$ cat config.mk
export PLATFORM = sky130hd
export DESIGN_NAME = tmr8_wave_ctrl
export DESIGN_NICKNAME = d
export VERILOG_FILES = /design/src/hw/tmr8_pkg.sv /design/src/hw/tmr8_wave_ctrl.sv
export SDC_FILE = /design/constraint.sdc
export NUM_CORES = 1
export LEC_CHECK = 0
export BUFFER_PORTS_ARGS = -buffer_cell sky130_fd_sc_hd__buf_2
export CAP_MARGIN = 10
export CELL_PAD_IN_SITES_DETAIL_PLACEMENT = 2
export CELL_PAD_IN_SITES_GLOBAL_PLACEMENT = 2
export CORE_MARGIN = 2
export CORE_UTILIZATION = 30
export DETAILED_ROUTE_END_ITERATION = 7
export HOLD_SLACK_MARGIN = 0.05
export PLACE_DENSITY_LB_ADDON = 0.05
export SLEW_MARGIN = 0
export SYNTH_ARGS = -nofsm -noshare
export SYNTH_HDL_FRONTEND = slang
export SYNTH_SLANG_ARGS = --single-unit
$ cat constraint.sdc
create_clock -name i_mclk -period 3.9 [get_ports i_mclk]
set_input_delay 0.195 -clock i_mclk [delete_from_list [all_inputs] [get_ports i_mclk]]
set_output_delay 0.195 -clock i_mclk [all_outputs]
set_load 0.02 [all_outputs]
$ cat src/hw/tmr8_pkg.sv
package tmr8_pkg;
  // register byte offsets
  localparam logic [7:0] OFS_CTRL_A = 8'h24;
  localparam logic [7:0] OFS_CTRL_B = 8'h28;
  localparam logic [7:0] OFS_CMP_A = 8'h2C;
  localparam logic [7:0] OFS_CMP_B = 8'h30;
  localparam logic [7:0] OFS_COUNT = 8'h34;
  localparam logic [7:0] OFS_IRQ_STAT = 8'h38;
  localparam logic [7:0] OFS_IRQ_CLR = 8'h3C;
  localparam logic [7:0] OFS_IRQ_EN = 8'h40;
  localparam logic [7:0] OFS_PORT_DIR = 8'h44;

  // counter limits
  localparam logic [7:0] CNT_MAX = 8'hFF;
  localparam logic [7:0] CNT_BOTTOM = 8'h00;
  localparam logic [7:0] CNT_STEP = 8'h01;

  // field positions and reset values
  localparam int unsigned CTRL_B_MODE_HI = 3;
  localparam int unsigned IRQ_OVF = 0;
  localparam int unsigned IRQ_MATCH_A = 1;
  localparam int unsigned IRQ_MATCH_B = 2;
  localparam int unsigned IRQ_W = 3;
  localparam int unsigned DIR_A = 0;
  localparam int unsigned DIR_B = 1;
  localparam logic [7:0] RST_BYTE = 8'h00;
  localparam logic [31:0] RST_WORD = 32'h0000_0000;

  // output action codes
  localparam logic [1:0] ACT_OFF = 2'h0;
  localparam logic [1:0] ACT_TOG = 2'h1;
  localparam logic [1:0] ACT_CLR = 2'h2;
  localparam logic [1:0] ACT_SET = 2'h3;

  // waveform mode codes
  localparam logic [2:0] WM_NORMAL = 3'h0;
  localparam logic [2:0] WM_PC_FF = 3'h1;
  localparam logic [2:0] WM_CTC = 3'h2;
  localparam logic [2:0] WM_FAST_FF = 3'h3;
  localparam logic [2:0] WM_PC_A = 3'h5;
  localparam logic [2:0] WM_FAST_A = 3'h7;

  typedef struct packed {
    logic [1:0] output_a_action;
    logic [1:0] output_b_action;
    logic [1:0] rsvd;
    logic [1:0] mode_bits_low;
  } tmr8_ctrl_a_t;

  typedef enum logic [4:0] {
    M_NORMAL = 5'h01,
    M_PCPWM = 5'h02,
    M_CTC = 5'h04,
    M_FAST = 5'h08,
    M_RSVD = 5'h10
  } tmr8_mode_t;

  typedef struct packed {
    logic wave_a;
    logic oe_a;
    logic wave_b;
    logic oe_b;
  } tmr8_pins_t;
endpackage

$ cat src/hw/tmr8_wave_ctrl.sv
// Overview of operation
// RULE1 - a nonzero channel A action puts wave output A on its pin, driven only when its direction bit is output.
// RULE2 - in normal and clear-on-match modes action A codes mean off, toggle, clear and set on match.
// RULE3 - in fast PWM action A code two clears on match and sets at TOP, code three does the reverse.
// RULE4 - in PWM modes action A code one toggles on match only with the high mode bit set, else A is disconnected.
// RULE5 - in phase correct PWM action A code two clears on an up match and sets on a down match, code three reverses.
// RULE6 - in PWM modes a match with compare equal to TOP and action high bit set is ignored but TOP action still runs.
// RULE7 - a nonzero channel B action puts wave output B on its pin, driven only when its direction bit is output.
// RULE8 - in normal and clear-on-match modes action B codes mean off, toggle, clear and set on match.
// RULE9 - in fast PWM action B code two clears on match and sets at TOP, code three reverses, code one is reserved.
// RULE10 - in phase correct PWM action B code two clears up and sets down, code three reverses, code one is reserved.
// RULE11 - bits three and two of the first control register always read zero.
// RULE12 - the mode code joins the two low mode bits with the high mode bit of the second control register.
// RULE13 - codes 0,1,3 use TOP 0xFF, 2,5,7 use compare A as TOP, 4 and 6 are reserved.
// RULE14 - overflow sets at MAX in modes 0,2,3, at BOTTOM in modes 1,5 and at TOP in mode 7.
// RULE15 - compare writes act at once in non-PWM modes and are buffered until TOP in PWM modes.
// RULE16 - the high mode bit is bit three of the second control register, read/write, reset zero.
// RULE17 - a match is counter equal to the active compare value, and outputs update in that same cycle; the pins change a clock later.
`timescale 1ns/1ps
module tmr8_wave_ctrl (
  // clock and reset
  input wire logic i_mclk,
  input wire logic i_rst,
  // apb slave
  input wire logic i_psel,
  input wire logic i_penable,
  input wire logic i_pwrite,
  input wire logic [7:0] i_paddr,
  input wire logic [31:0] i_pwdata,
  output logic [31:0] o_prdata,
  output logic o_pready,
  output logic o_pslverr,
  // normal port data of the two pins
  input wire logic [1:0] i_port_data,
  // pins, interrupt, counter
  output tmr8_pkg::tmr8_pins_t o_pins,
  output logic o_irq,
  output logic [7:0] o_count
);

  // counting family of a mode code, reserved codes stop the counter
  function automatic tmr8_pkg::tmr8_mode_t mode_of(input logic [2:0] code);
    tmr8_pkg::tmr8_mode_t m;
    case (code)
      tmr8_pkg::WM_NORMAL: m = tmr8_pkg::M_NORMAL;
      tmr8_pkg::WM_CTC: m = tmr8_pkg::M_CTC;
      tmr8_pkg::WM_PC_FF, tmr8_pkg::WM_PC_A: m = tmr8_pkg::M_PCPWM;
      tmr8_pkg::WM_FAST_FF, tmr8_pkg::WM_FAST_A: m = tmr8_pkg::M_FAST;
      default: m = tmr8_pkg::M_RSVD;
    endcase
    return m;
  endfunction

  // next level of one wave output
  function automatic logic wave_next(
    input tmr8_pkg::tmr8_mode_t m,
    input logic [1:0] act,
    input logic tog_ok,
    input logic hit,
    input logic at_top,
    input logic ign,
    input logic up,
    input logic cur
  );
    logic v;
    v = cur;
    case (m)
      tmr8_pkg::M_NORMAL, tmr8_pkg::M_CTC: begin
        case (act)
          tmr8_pkg::ACT_TOG: v = hit ? ~cur : cur;
          tmr8_pkg::ACT_CLR: v = hit ? 1'b0 : cur;
          tmr8_pkg::ACT_SET: v = hit ? 1'b1 : cur;
          default: v = cur;
        endcase
      end
      tmr8_pkg::M_FAST: begin
        if (act == tmr8_pkg::ACT_TOG) begin
          v = (hit && tog_ok) ? ~cur : cur;
        end else if (act[1]) begin
          if (at_top) begin
            v = ~act[0];
          end else if (hit && !ign) begin
            v = act[0];
          end
        end
      end
      tmr8_pkg::M_PCPWM: begin
        if (act == tmr8_pkg::ACT_TOG) begin
          v = (hit && tog_ok) ? ~cur : cur;
        end else if (act[1]) begin
          if (ign) begin
            v = at_top ? ~act[0] : cur;
          end else if (hit) begin
            v = up ? act[0] : ~act[0];
          end
        end
      end
      default: v = cur;
    endcase
    return v;
  endfunction

  tmr8_pkg::tmr8_ctrl_a_t ctrl_a_r;
  logic mode_hi_r;
  logic [7:0] cmp_a_buf_r;
  logic [7:0] cmp_a_r;
  logic [7:0] cmp_b_buf_r;
  logic [7:0] cmp_b_r;
  logic [7:0] cnt_r;
  logic [7:0] cnt_nxt;
  logic down_r;
  logic down_nxt;
  logic block_r;
  logic wave_a_r;
  logic wave_b_r;
  logic wave_a_nxt;
  logic wave_b_nxt;
  logic [2:0] irq_stat_r;
  logic [2:0] irq_en_r;
  logic [2:0] irq_ev;
  logic [1:0] dir_r;
  logic pready_r;
  logic pslverr_r;
  logic [31:0] prdata_r;
  logic [31:0] rd_data;
  logic rd_ok;
  tmr8_pkg::tmr8_pins_t pins_r;
  tmr8_pkg::tmr8_pins_t pins_nxt;
  logic irq_r;
  logic [2:0] mode_code;
  tmr8_pkg::tmr8_mode_t mode;
  logic pwm;
  logic [7:0] top;
  logic at_top;
  logic up;
  logic hit_a;
  logic hit_b;
  logic ign_a;
  logic ign_b;
  logic conn_a;
  logic conn_b;
  logic acc;
  logic wr;

  assign mode_code = {mode_hi_r, ctrl_a_r.mode_bits_low}; // [RULE12]
  assign mode = mode_of(mode_code); // [RULE13]
  assign pwm = (mode == tmr8_pkg::M_FAST) || (mode == tmr8_pkg::M_PCPWM);
  assign top = (mode_code[2] || mode_code == tmr8_pkg::WM_CTC) ? cmp_a_r : tmr8_pkg::CNT_MAX; // [RULE13]
  assign at_top = (cnt_r == top);
  // a match at bottom counts as up-counting
  assign up = !down_r || (cnt_r == tmr8_pkg::CNT_BOTTOM);
  // a counter write hides the match on the following tick
  assign hit_a = (cnt_r == cmp_a_r) && !block_r; // [RULE17]
  assign hit_b = (cnt_r == cmp_b_r) && !block_r; // [RULE17]
  // compare at top with a set or clear action: only the top action moves the wave
  assign ign_a = pwm && (cmp_a_r == top) && ctrl_a_r.output_a_action[1]; // [RULE6]
  assign ign_b = pwm && (cmp_b_r == top) && ctrl_a_r.output_b_action[1]; // [RULE6]
  // access phase, always the cycle after setup
  assign acc = i_psel && i_penable && pready_r;
  assign wr = acc && i_pwrite;

  // counting sequence
  always_comb begin
    cnt_nxt = cnt_r;
    down_nxt = down_r;
    case (mode)
      tmr8_pkg::M_NORMAL: cnt_nxt = cnt_r + tmr8_pkg::CNT_STEP;
      tmr8_pkg::M_CTC, tmr8_pkg::M_FAST: begin
        cnt_nxt = at_top ? tmr8_pkg::CNT_BOTTOM : cnt_r + tmr8_pkg::CNT_STEP;
      end
      tmr8_pkg::M_PCPWM: begin
        if (!down_r) begin
          if (at_top) begin
            down_nxt = 1'b1;
            cnt_nxt = cnt_r - tmr8_pkg::CNT_STEP;
          end else begin
            cnt_nxt = cnt_r + tmr8_pkg::CNT_STEP;
          end
        end else if (cnt_r == tmr8_pkg::CNT_BOTTOM) begin
          down_nxt = 1'b0;
          cnt_nxt = cnt_r + tmr8_pkg::CNT_STEP;
        end else begin
          cnt_nxt = cnt_r - tmr8_pkg::CNT_STEP;
        end
      end
      // reserved codes: the counter holds
      default: cnt_nxt = cnt_r;
    endcase
  end

  always_ff @(posedge i_mclk or posedge i_rst) begin
    if (i_rst) begin
      cnt_r <= tmr8_pkg::RST_BYTE;
      down_r <= 1'b0;
      block_r <= 1'b0;
    end else if (wr && i_paddr == tmr8_pkg::OFS_COUNT) begin
      cnt_r <= i_pwdata[7:0];
      down_r <= down_r;
      block_r <= 1'b1;
    end else begin
      cnt_r <= cnt_nxt;
      down_r <= down_nxt;
      block_r <= 1'b0;
    end
  end

  // control registers
  always_ff @(posedge i_mclk or posedge i_rst) begin
    if (i_rst) begin
      ctrl_a_r <= tmr8_pkg::RST_BYTE;
      mode_hi_r <= 1'b0;
      dir_r <= 2'h0;
      irq_en_r <= 3'h0;
    end else begin
      if (wr && i_paddr == tmr8_pkg::OFS_CTRL_A) begin
        ctrl_a_r.output_a_action <= i_pwdata[7:6];
        ctrl_a_r.output_b_action <= i_pwdata[5:4];
        ctrl_a_r.rsvd <= 2'h0; // [RULE11]
        ctrl_a_r.mode_bits_low <= i_pwdata[1:0];
      end
      if (wr && i_paddr == tmr8_pkg::OFS_CTRL_B) begin
        mode_hi_r <= i_pwdata[tmr8_pkg::CTRL_B_MODE_HI]; // [RULE16]
      end
      // direction bits gate the pin drivers only
      if (wr && i_paddr == tmr8_pkg::OFS_PORT_DIR) begin
        dir_r <= i_pwdata[1:0];
      end
      if (wr && i_paddr == tmr8_pkg::OFS_IRQ_EN) begin
        irq_en_r <= i_pwdata[tmr8_pkg::IRQ_W-1:0];
      end
    end
  end

  // compare values, double buffered in pwm modes
  always_ff @(posedge i_mclk or posedge i_rst) begin
    if (i_rst) begin
      cmp_a_buf_r <= tmr8_pkg::RST_BYTE;
      cmp_a_r <= tmr8_pkg::RST_BYTE;
    end else if (wr && i_paddr == tmr8_pkg::OFS_CMP_A) begin
      cmp_a_buf_r <= i_pwdata[7:0];
      cmp_a_r <= pwm ? cmp_a_r : i_pwdata[7:0]; // [RULE15]
    end else if (!pwm || at_top) begin
      cmp_a_r <= cmp_a_buf_r; // [RULE15]
    end
  end

  always_ff @(posedge i_mclk or posedge i_rst) begin
    if (i_rst) begin
      cmp_b_buf_r <= tmr8_pkg::RST_BYTE;
      cmp_b_r <= tmr8_pkg::RST_BYTE;
    end else if (wr && i_paddr == tmr8_pkg::OFS_CMP_B) begin
      cmp_b_buf_r <= i_pwdata[7:0];
      cmp_b_r <= pwm ? cmp_b_r : i_pwdata[7:0]; // [RULE15]
    end else if (!pwm || at_top) begin
      cmp_b_r <= cmp_b_buf_r; // [RULE15]
    end
  end

  // waveform outputs
  always_comb begin
    // [RULE2] [RULE3] [RULE4] [RULE5]
    wave_a_nxt = wave_next(mode, ctrl_a_r.output_a_action, mode_hi_r, hit_a, at_top, ign_a, up, wave_a_r);
    // [RULE8] [RULE9] [RULE10]
    wave_b_nxt = wave_next(mode, ctrl_a_r.output_b_action, 1'b0, hit_b, at_top, ign_b, up, wave_b_r);
  end

  always_ff @(posedge i_mclk or posedge i_rst) begin
    if (i_rst) begin
      wave_a_r <= 1'b0;
      wave_b_r <= 1'b0;
    end else begin
      wave_a_r <= wave_a_nxt; // [RULE17]
      wave_b_r <= wave_b_nxt; // [RULE17]
    end
  end

  // pin takeover
  always_comb begin
    conn_a = (ctrl_a_r.output_a_action != tmr8_pkg::ACT_OFF);
    if (pwm && ctrl_a_r.output_a_action == tmr8_pkg::ACT_TOG && !mode_hi_r) begin
      conn_a = 1'b0; // [RULE4]
    end
    conn_b = (ctrl_a_r.output_b_action != tmr8_pkg::ACT_OFF); // [RULE7]
    pins_nxt.wave_a = conn_a ? wave_a_nxt : i_port_data[0]; // [RULE1]
    pins_nxt.oe_a = dir_r[tmr8_pkg::DIR_A]; // [RULE1]
    pins_nxt.wave_b = conn_b ? wave_b_nxt : i_port_data[1]; // [RULE7]
    pins_nxt.oe_b = dir_r[tmr8_pkg::DIR_B]; // [RULE7]
  end

  always_ff @(posedge i_mclk or posedge i_rst) begin
    if (i_rst) begin
      pins_r <= '0;
    end else begin
      pins_r <= pins_nxt;
    end
  end

  // interrupt status, set wins over clear
  always_comb begin
    irq_ev = 3'h0;
    // match flags follow the raw match, even where the wave ignores it
    irq_ev[tmr8_pkg::IRQ_MATCH_A] = hit_a;
    irq_ev[tmr8_pkg::IRQ_MATCH_B] = hit_b;
    case (mode_code)
      tmr8_pkg::WM_NORMAL, tmr8_pkg::WM_CTC, tmr8_pkg::WM_FAST_FF: begin
        irq_ev[tmr8_pkg::IRQ_OVF] = (cnt_r == tmr8_pkg::CNT_MAX); // [RULE14]
      end
      tmr8_pkg::WM_PC_FF, tmr8_pkg::WM_PC_A: begin
        irq_ev[tmr8_pkg::IRQ_OVF] = down_r && (cnt_r == tmr8_pkg::CNT_BOTTOM); // [RULE14]
      end
      tmr8_pkg::WM_FAST_A: irq_ev[tmr8_pkg::IRQ_OVF] = at_top; // [RULE14]
      default: irq_ev[tmr8_pkg::IRQ_OVF] = 1'b0;
    endcase
  end

  always_ff @(posedge i_mclk or posedge i_rst) begin
    if (i_rst) begin
      irq_stat_r <= 3'h0;
      irq_r <= 1'b0;
    end else begin
      if (wr && i_paddr == tmr8_pkg::OFS_IRQ_CLR) begin
        irq_stat_r <= (irq_stat_r & ~i_pwdata[tmr8_pkg::IRQ_W-1:0]) | irq_ev;
      end else begin
        irq_stat_r <= irq_stat_r | irq_ev;
      end
      irq_r <= |(irq_stat_r & irq_en_r);
    end
  end

  // read decode
  always_comb begin
    rd_data = tmr8_pkg::RST_WORD;
    rd_ok = 1'b1;
    case (i_paddr)
      tmr8_pkg::OFS_CTRL_A: rd_data[7:0] = {ctrl_a_r[7:4], 2'h0, ctrl_a_r[1:0]}; // [RULE11]
      tmr8_pkg::OFS_CTRL_B: rd_data[tmr8_pkg::CTRL_B_MODE_HI] = mode_hi_r;
      tmr8_pkg::OFS_CMP_A: rd_data[7:0] = cmp_a_buf_r;
      tmr8_pkg::OFS_CMP_B: rd_data[7:0] = cmp_b_buf_r;
      tmr8_pkg::OFS_COUNT: rd_data[7:0] = cnt_r;
      tmr8_pkg::OFS_IRQ_STAT: rd_data[tmr8_pkg::IRQ_W-1:0] = irq_stat_r;
      tmr8_pkg::OFS_IRQ_CLR: rd_data = tmr8_pkg::RST_WORD;
      tmr8_pkg::OFS_IRQ_EN: rd_data[tmr8_pkg::IRQ_W-1:0] = irq_en_r;
      tmr8_pkg::OFS_PORT_DIR: rd_data[1:0] = dir_r;
      default: rd_ok = 1'b0;
    endcase
  end

  // apb answer, ready one cycle after setup
  always_ff @(posedge i_mclk or posedge i_rst) begin
    if (i_rst) begin
      pready_r <= 1'b0;
      pslverr_r <= 1'b0;
      prdata_r <= tmr8_pkg::RST_WORD;
    // answer prepared in setup so the access phase needs no wait state
    end else if (i_psel && !i_penable) begin
      pready_r <= 1'b1;
      pslverr_r <= !rd_ok;
      prdata_r <= i_pwrite ? tmr8_pkg::RST_WORD : rd_data;
    end else if (acc) begin
      pready_r <= 1'b0;
      pslverr_r <= 1'b0;
      prdata_r <= tmr8_pkg::RST_WORD;
    end
  end

  // every output straight from its register
  assign o_prdata = prdata_r;
  assign o_pready = pready_r;
  assign o_pslverr = pslverr_r;
  assign o_pins = pins_r;
  assign o_irq = irq_r;
  assign o_count = cnt_r;

endmodule

==> Yosys cells after proc, flatten, opt, wreduce, memory -nomap -nowiden <==
Cells that the tools add are included.
{ "classes": {"add_sub_neg": 2, "multipliers": 0, "div": 0, "n_lt_le_gt_ge": 0, "n_eq_ne": 32, "shift": 0, "mux": 64, "n_bitwise": 10, "n_reduce_logical": 54} }
{ "ops": {"columns": ["operator", "n"], "rows": [
  ["$mux W8", 12],
  ["$mux W32", 2],
  ["$eq A8 B6 Y1 const B", 7],
  ["$eq A8 B8 Y1", 5],
  ["$mux W1", 38],
  ["$logic_and A1 B1 Y1", 24],
  ["$pmux W8 S3", 1],
  ["$pmux W5 S4", 1],
  ["$eq A8 B7 Y1 const B", 2],
  ["$pmux W4 S4", 1],
  ["$pmux W1 S3", 5],
  ["$pmux W2 S7", 1],
  ["$reduce_bool A2 Y1", 5],
  ["$reduce_or A9 Y1", 1],
  ["$add A8 B1 Y8 const B", 1],
  ["$eq A2 B2 Y1 const B", 4],
  ["$eq A8 B8 Y1 const B", 1],
  ["$logic_not A1 Y1", 8],
  ["$logic_not A8 Y1", 1],
  ["$reduce_or A2 Y1", 4],
  ["$sub A8 B1 Y8 const B", 1],
  ["$and A3 B3 Y3", 2],
  ["$eq A3 B2 Y1 const B", 2],
  ["$eq A3 B3 Y1 const B", 2],
  ["18 further kinds", 31]
]} }
{ "word_totals": {"reg_bits": 98, "latchBits": 0, "ram_bits": 0, "rom_bits": 0, "wordCells": 186, "mem_count": 0} }

==> Longest topological paths before layout <==
{ "depth": {"depth_word": 15, "mapped_depth": 14, "ltp_nobuf": 12} }

==> Worst setup path before layout <==
OpenSTA, ideal clock, no wires.
{ "synth_timing": {"kind": "register to register", "startpoint": "register cnt_r[4] (netlist: o_count[4])", "endpoint": "register pins_r (netlist bit o_pins[1])", "t_arrival_ns": 3.016, "required_ns": 3.768, "path_slack_ns": 0.752, "stages_incl_launch_ff": 14, "path_buffers": 2, "path_cell_list": "dfrtp_1 -> buf_1 -> xnor2_1 -> nand3_1 -> or4_1 -> clkbuf_1 -> ha_1 -> mux4_2 -> o31ai_1 -> nand2b_1 -> a21oi_1 -> nand2_1 -> o21ai_0 -> a31oi_1"} }
{ "synth_lines": {"columns": ["item", "line", "source"], "rows": [
  ["start, declared", "tmr8_wave_ctrl.sv:109", "logic [7:0] cnt_r;"],
  ["start signal, assigned", "tmr8_wave_ctrl.sv:193", "cnt_r <= tmr8_pkg::RST_BYTE;"],
  ["start signal, assigned", "tmr8_wave_ctrl.sv:197", "cnt_r <= i_pwdata[7:0];"],
  ["start signal, assigned", "tmr8_wave_ctrl.sv:201", "cnt_r <= cnt_nxt;"],
  ["end signal, assigned", "tmr8_wave_ctrl.sv:294", "pins_r <= pins_nxt;"],
  ["end, declared", "tmr8_wave_ctrl.sv:127", "tmr8_pkg::tmr8_pins_t pins_r;"]
]} }

==> flow_summary.json <==
{
  "place.port_buffers": 45,
  "num_vias": 4480,
  "critPathKind": "reg -> reg",
  "holdBufCountCts": 0,
  "row_count": 46,
  "place.gp.congestion": 0.8303,
  "slew_violations": 0,
  "grt_max_degree": 49,
  "syn_area_um2": 4935,
  "die_h_um": 132.3,
  "peakVddDrop_uv": 211.9,
  "relSlewSlack_pct": 37.23,
  "hold_viol_final": 0,
  "core_area_um2": 16000,
  "initial_core_util_pct": 30.84,
  "fin_area_um2": 5751,
  "path_clk_slew_ps": 60,
  "diodes": 0,
  "leakagePower_nw": 2.624,
  "r2r-start": "cmp_b_r[4]$_DFFE_PP0P_",
  "crit_chain": "xnor2_1 -> nand3_1 -> or4_1 -> ha_1 -> mux4_2 -> o31ai_1 -> nand2b_1 -> a21oi_1 -> nand2_1 -> o21ai_0 -> a31oi_1",
  "cts_made_buffers": 9,
  "cts_tree": "done",
  "ctsHtreeMaxLevel": 3,
  "endpoint_kind": "register",
  "synth-edff-count": 0,
  "fmax_mhz": 299.6,
  "slowest_stage": "or4_1",
  "required_ps": 4120,
  "dp_hpwl_um": 14320,
  "grt-ovfl-total": 0,
  "r2r_setup_slack_ps": 560,
  "synth_seq_cells": 74,
  "min_period_ps": 3338,
  "min_period_over_period_pct": 85.58,
  "ys_warn_count": 0,
  "synthFlopType": "dfrtp_1",
  "clock-root-buffer": "clkbuf_16",
  "syn_inst": 552,
  "rsz0062_at_grt": "no",
  "worst_slew_pin_slew_ps": 940.5,
  "crit_arrival_ps": 3560,
  "crit_path_start_kind": "register",
  "dieArea_um2": 17490,
  "drive_gt1_share_pct": 21.93,
  "detail-route-antenna-nets": 0,
  "grt_pass1_vias": 4811,
  "track_usage_pct": 22.67,
  "post-place-ws_ps": 678.2,
  "wirelength_um": 19160,
  "finalSetupViolCount": 0,
  "grt_pass1_wl_um": 30040,
  "drt_iter0_drc": 145,
  "syn2layout_area_growth_pct": 16.53,
  "fin_ws_ps": 562.3,
  "seq_area_frac_synth_pct": 37.53,
  "dieWidth_um": 132.3,
  "clk_path_buf_depth": 2,
  "outcome": "completed",
  "clkSinkCount": 74,
  "placed_area_um2": 5364,
  "synth_area_per_cell_um2": 8.940,
  "io_pins": 94,
  "post_cts_buffers": 0,
  "nets": 651,
  "drcViolationCount": 0,
  "synth_cell_type_count": 68,
  "first_pass_iters": 4,
  "cpPeakStageDelay_ps": 690,
  "async_flop_share_pct": 100.0,
  "power_mw": 2.632,
  "hp-class": "in -> async",
  "insertion_delay_ps": 350,
  "wire_per_inst_um": 23.42,
  "viasPerCell": 5.477,
  "r2r_end": "o_pins[1]$_DFF_PP0_",
  "antenna_found_initial": 1,
  "drv_cap": 0,
  "clock_skew_ps": 6.532,
  "r2r_cells": 11,
  "path_buf_inv": 0,
  "path_max_fanout": 8,
  "setup_tns_ps": 0,
  "crit_family": "simple AND/OR/NAND/NOR gates",
  "cts_resized": 0,
  "pwr_density_cell_nw_per_um2": 457.6
}
==> layout by cell type, fill, tap and decap left out, types with 6 or more instances in the layout <==
| cell | n |
|---|---|
| a21oi_1 | 23 |
| a22o_1 | 6 |
| a22oi_1 | 6 |
| a31oi_1 | 7 |
| buf_2 | 45 |
| buf_4 | 21 |
| clkbuf_16 | 9 |
| conb_1 | 24 |
| dfrtp_1 | 74 |
| ha_1 | 7 |
| inv_1 | 15 |
| mux2_2 | 34 |
| mux2i_1 | 9 |
| nand2_1 | 79 |
| nand2b_1 | 6 |
| nand3_1 | 11 |
| nand4_1 | 7 |
| nor2_1 | 24 |
| nor2b_1 | 6 |
| nor3_1 | 19 |
| nor4_1 | 9 |
| o21ai_0 | 32 |
| o31ai_1 | 6 |
| xnor2_1 | 13 |
| xor2_1 | 14 |
==> per-stage QoR <==
| stage | util (%) | hold WS [ps] | std cells |
|---|---|---|---|
| finish | 35.94 | 27.83 | 818 |
| CTS | 35.94 | 59.43 | 818 |
| global route | 35.94 | 78.33 | 818 |
| global placement | 33.52 | 385.1 | 802 |
| floorplan | - | 302.3 | 575 |
| detailed placement | 33.52 | 400.9 | 802 |
==> Yosys cell counts, types with 7 or more instances <==
| cell | n | area (um2) |
|---|---|---|
| mux2_2 | 34 | 382.9 |
| nand4_1 | 7 | 43.79 |
| nor4_1 | 9 | 56.30 |
| xnor2_1 | 13 | 113.9 |
| inv_1 | 16 | 60.06 |
| buf_4 | 24 | 180.2 |
| nand3_1 | 11 | 55.05 |
| nor2_1 | 24 | 90.09 |
| clkbuf_1 | 22 | 82.58 |
| xor2_1 | 14 | 122.6 |
| a31oi_1 | 7 | 43.79 |
| mux2i_1 | 9 | 90.09 |
| nor3_1 | 19 | 95.09 |
| nand2_1 | 79 | 296.5 |
| a21oi_1 | 23 | 115.1 |
| dfrtp_1 | 74 | 1852 |
| o21ai_0 | 32 | 160.2 |
| ha_1 | 7 | 87.58 |
==> cell families (layout without fill, tap and decap cells) <==
logic type	Yosys count	count (layout)	synth area share (%)
DFF	74	74	37.53
and+or+nand+nor	195	195	19.88
AOI/OAI and AO/OA	125	125	17.01
xor gates and xnor gates	27	27	4.792
adders and majority gates	7	7	1.775
muxes	49	49	11.18
other	1	24	0.07599
buffers and inverters	74	101	7.759
==> flip-flops by register name, summed over array words and instances, names as in the netlist, 2 cells and up <==
name         cells
cmp_b_r          8
cmp_a_r          8
ctrl_a_r         6
o_pins           4
irq_stat_r       3
cmp_b_buf_r      8
cmp_a_buf_r      8
o_count          8
irq_en_r         3
dir_r            2
o_prdata         8
==> where the power goes <==
| part | switching [mW] | leakage (nW) | internal [mW] |
|---|---|---|---|
| registers | 0.0436 | 0.992 | 0.808 |
| logic | 0.452 | 1.44 | 0.245 |
| clock network | 0.341 | 0.189 | 0.743 |
==> layout make-up <==
class                      instances  area (um2)
clock buffer                      12       266.5
clock inverter                     4       120.1
fill                            1839       10250
inverter                          19       72.57
multi-input combinational        427        2786
sequential                        74        1852
tap                              216       270.3
timing repair buffer              66       382.9
==> layer usage <==
| layer | track usage [%] | up-vias | share of wire [%] | wire length, um |
|---|---|---|---|---|
| li1 | - | 2029 | - | - |
| met1 | 31.46 | 2358 | 48 | 9240 |
| met2 | 37.24 | 82 | 48 | 9139 |
| met3 | 4.152 | 11 | 3.2 | 621 |
| met4 | 4.361 | 0 | 0.84 | 160 |
| met5 | 0 | - | 0 | 0 |
==> worst max path at each step <==
stage                            from             endpoint  slack, ps  cells after the start
4_1_cts        cmp_b_r[4]$_DFFE_PP0P_  o_pins[1]$_DFF_PP0_        610                     11
3_5_place_dp   cmp_b_r[4]$_DFFE_PP0P_  o_pins[1]$_DFF_PP0_        680                     11
6_report       cmp_b_r[4]$_DFFE_PP0P_  o_pins[1]$_DFF_PP0_        560                     11
2_1_floorplan  o_count[4]$_DFFE_PP0P_  o_pins[1]$_DFF_PP0_        750                     13
5_1_grt        cmp_b_r[4]$_DFFE_PP0P_  o_pins[1]$_DFF_PP0_        380                     11
3_3_place_gp   cmp_b_r[4]$_DFFE_PP0P_  o_pins[1]$_DFF_PP0_        740                     11
No activity file was read; power rests on OpenSTA's default activity.
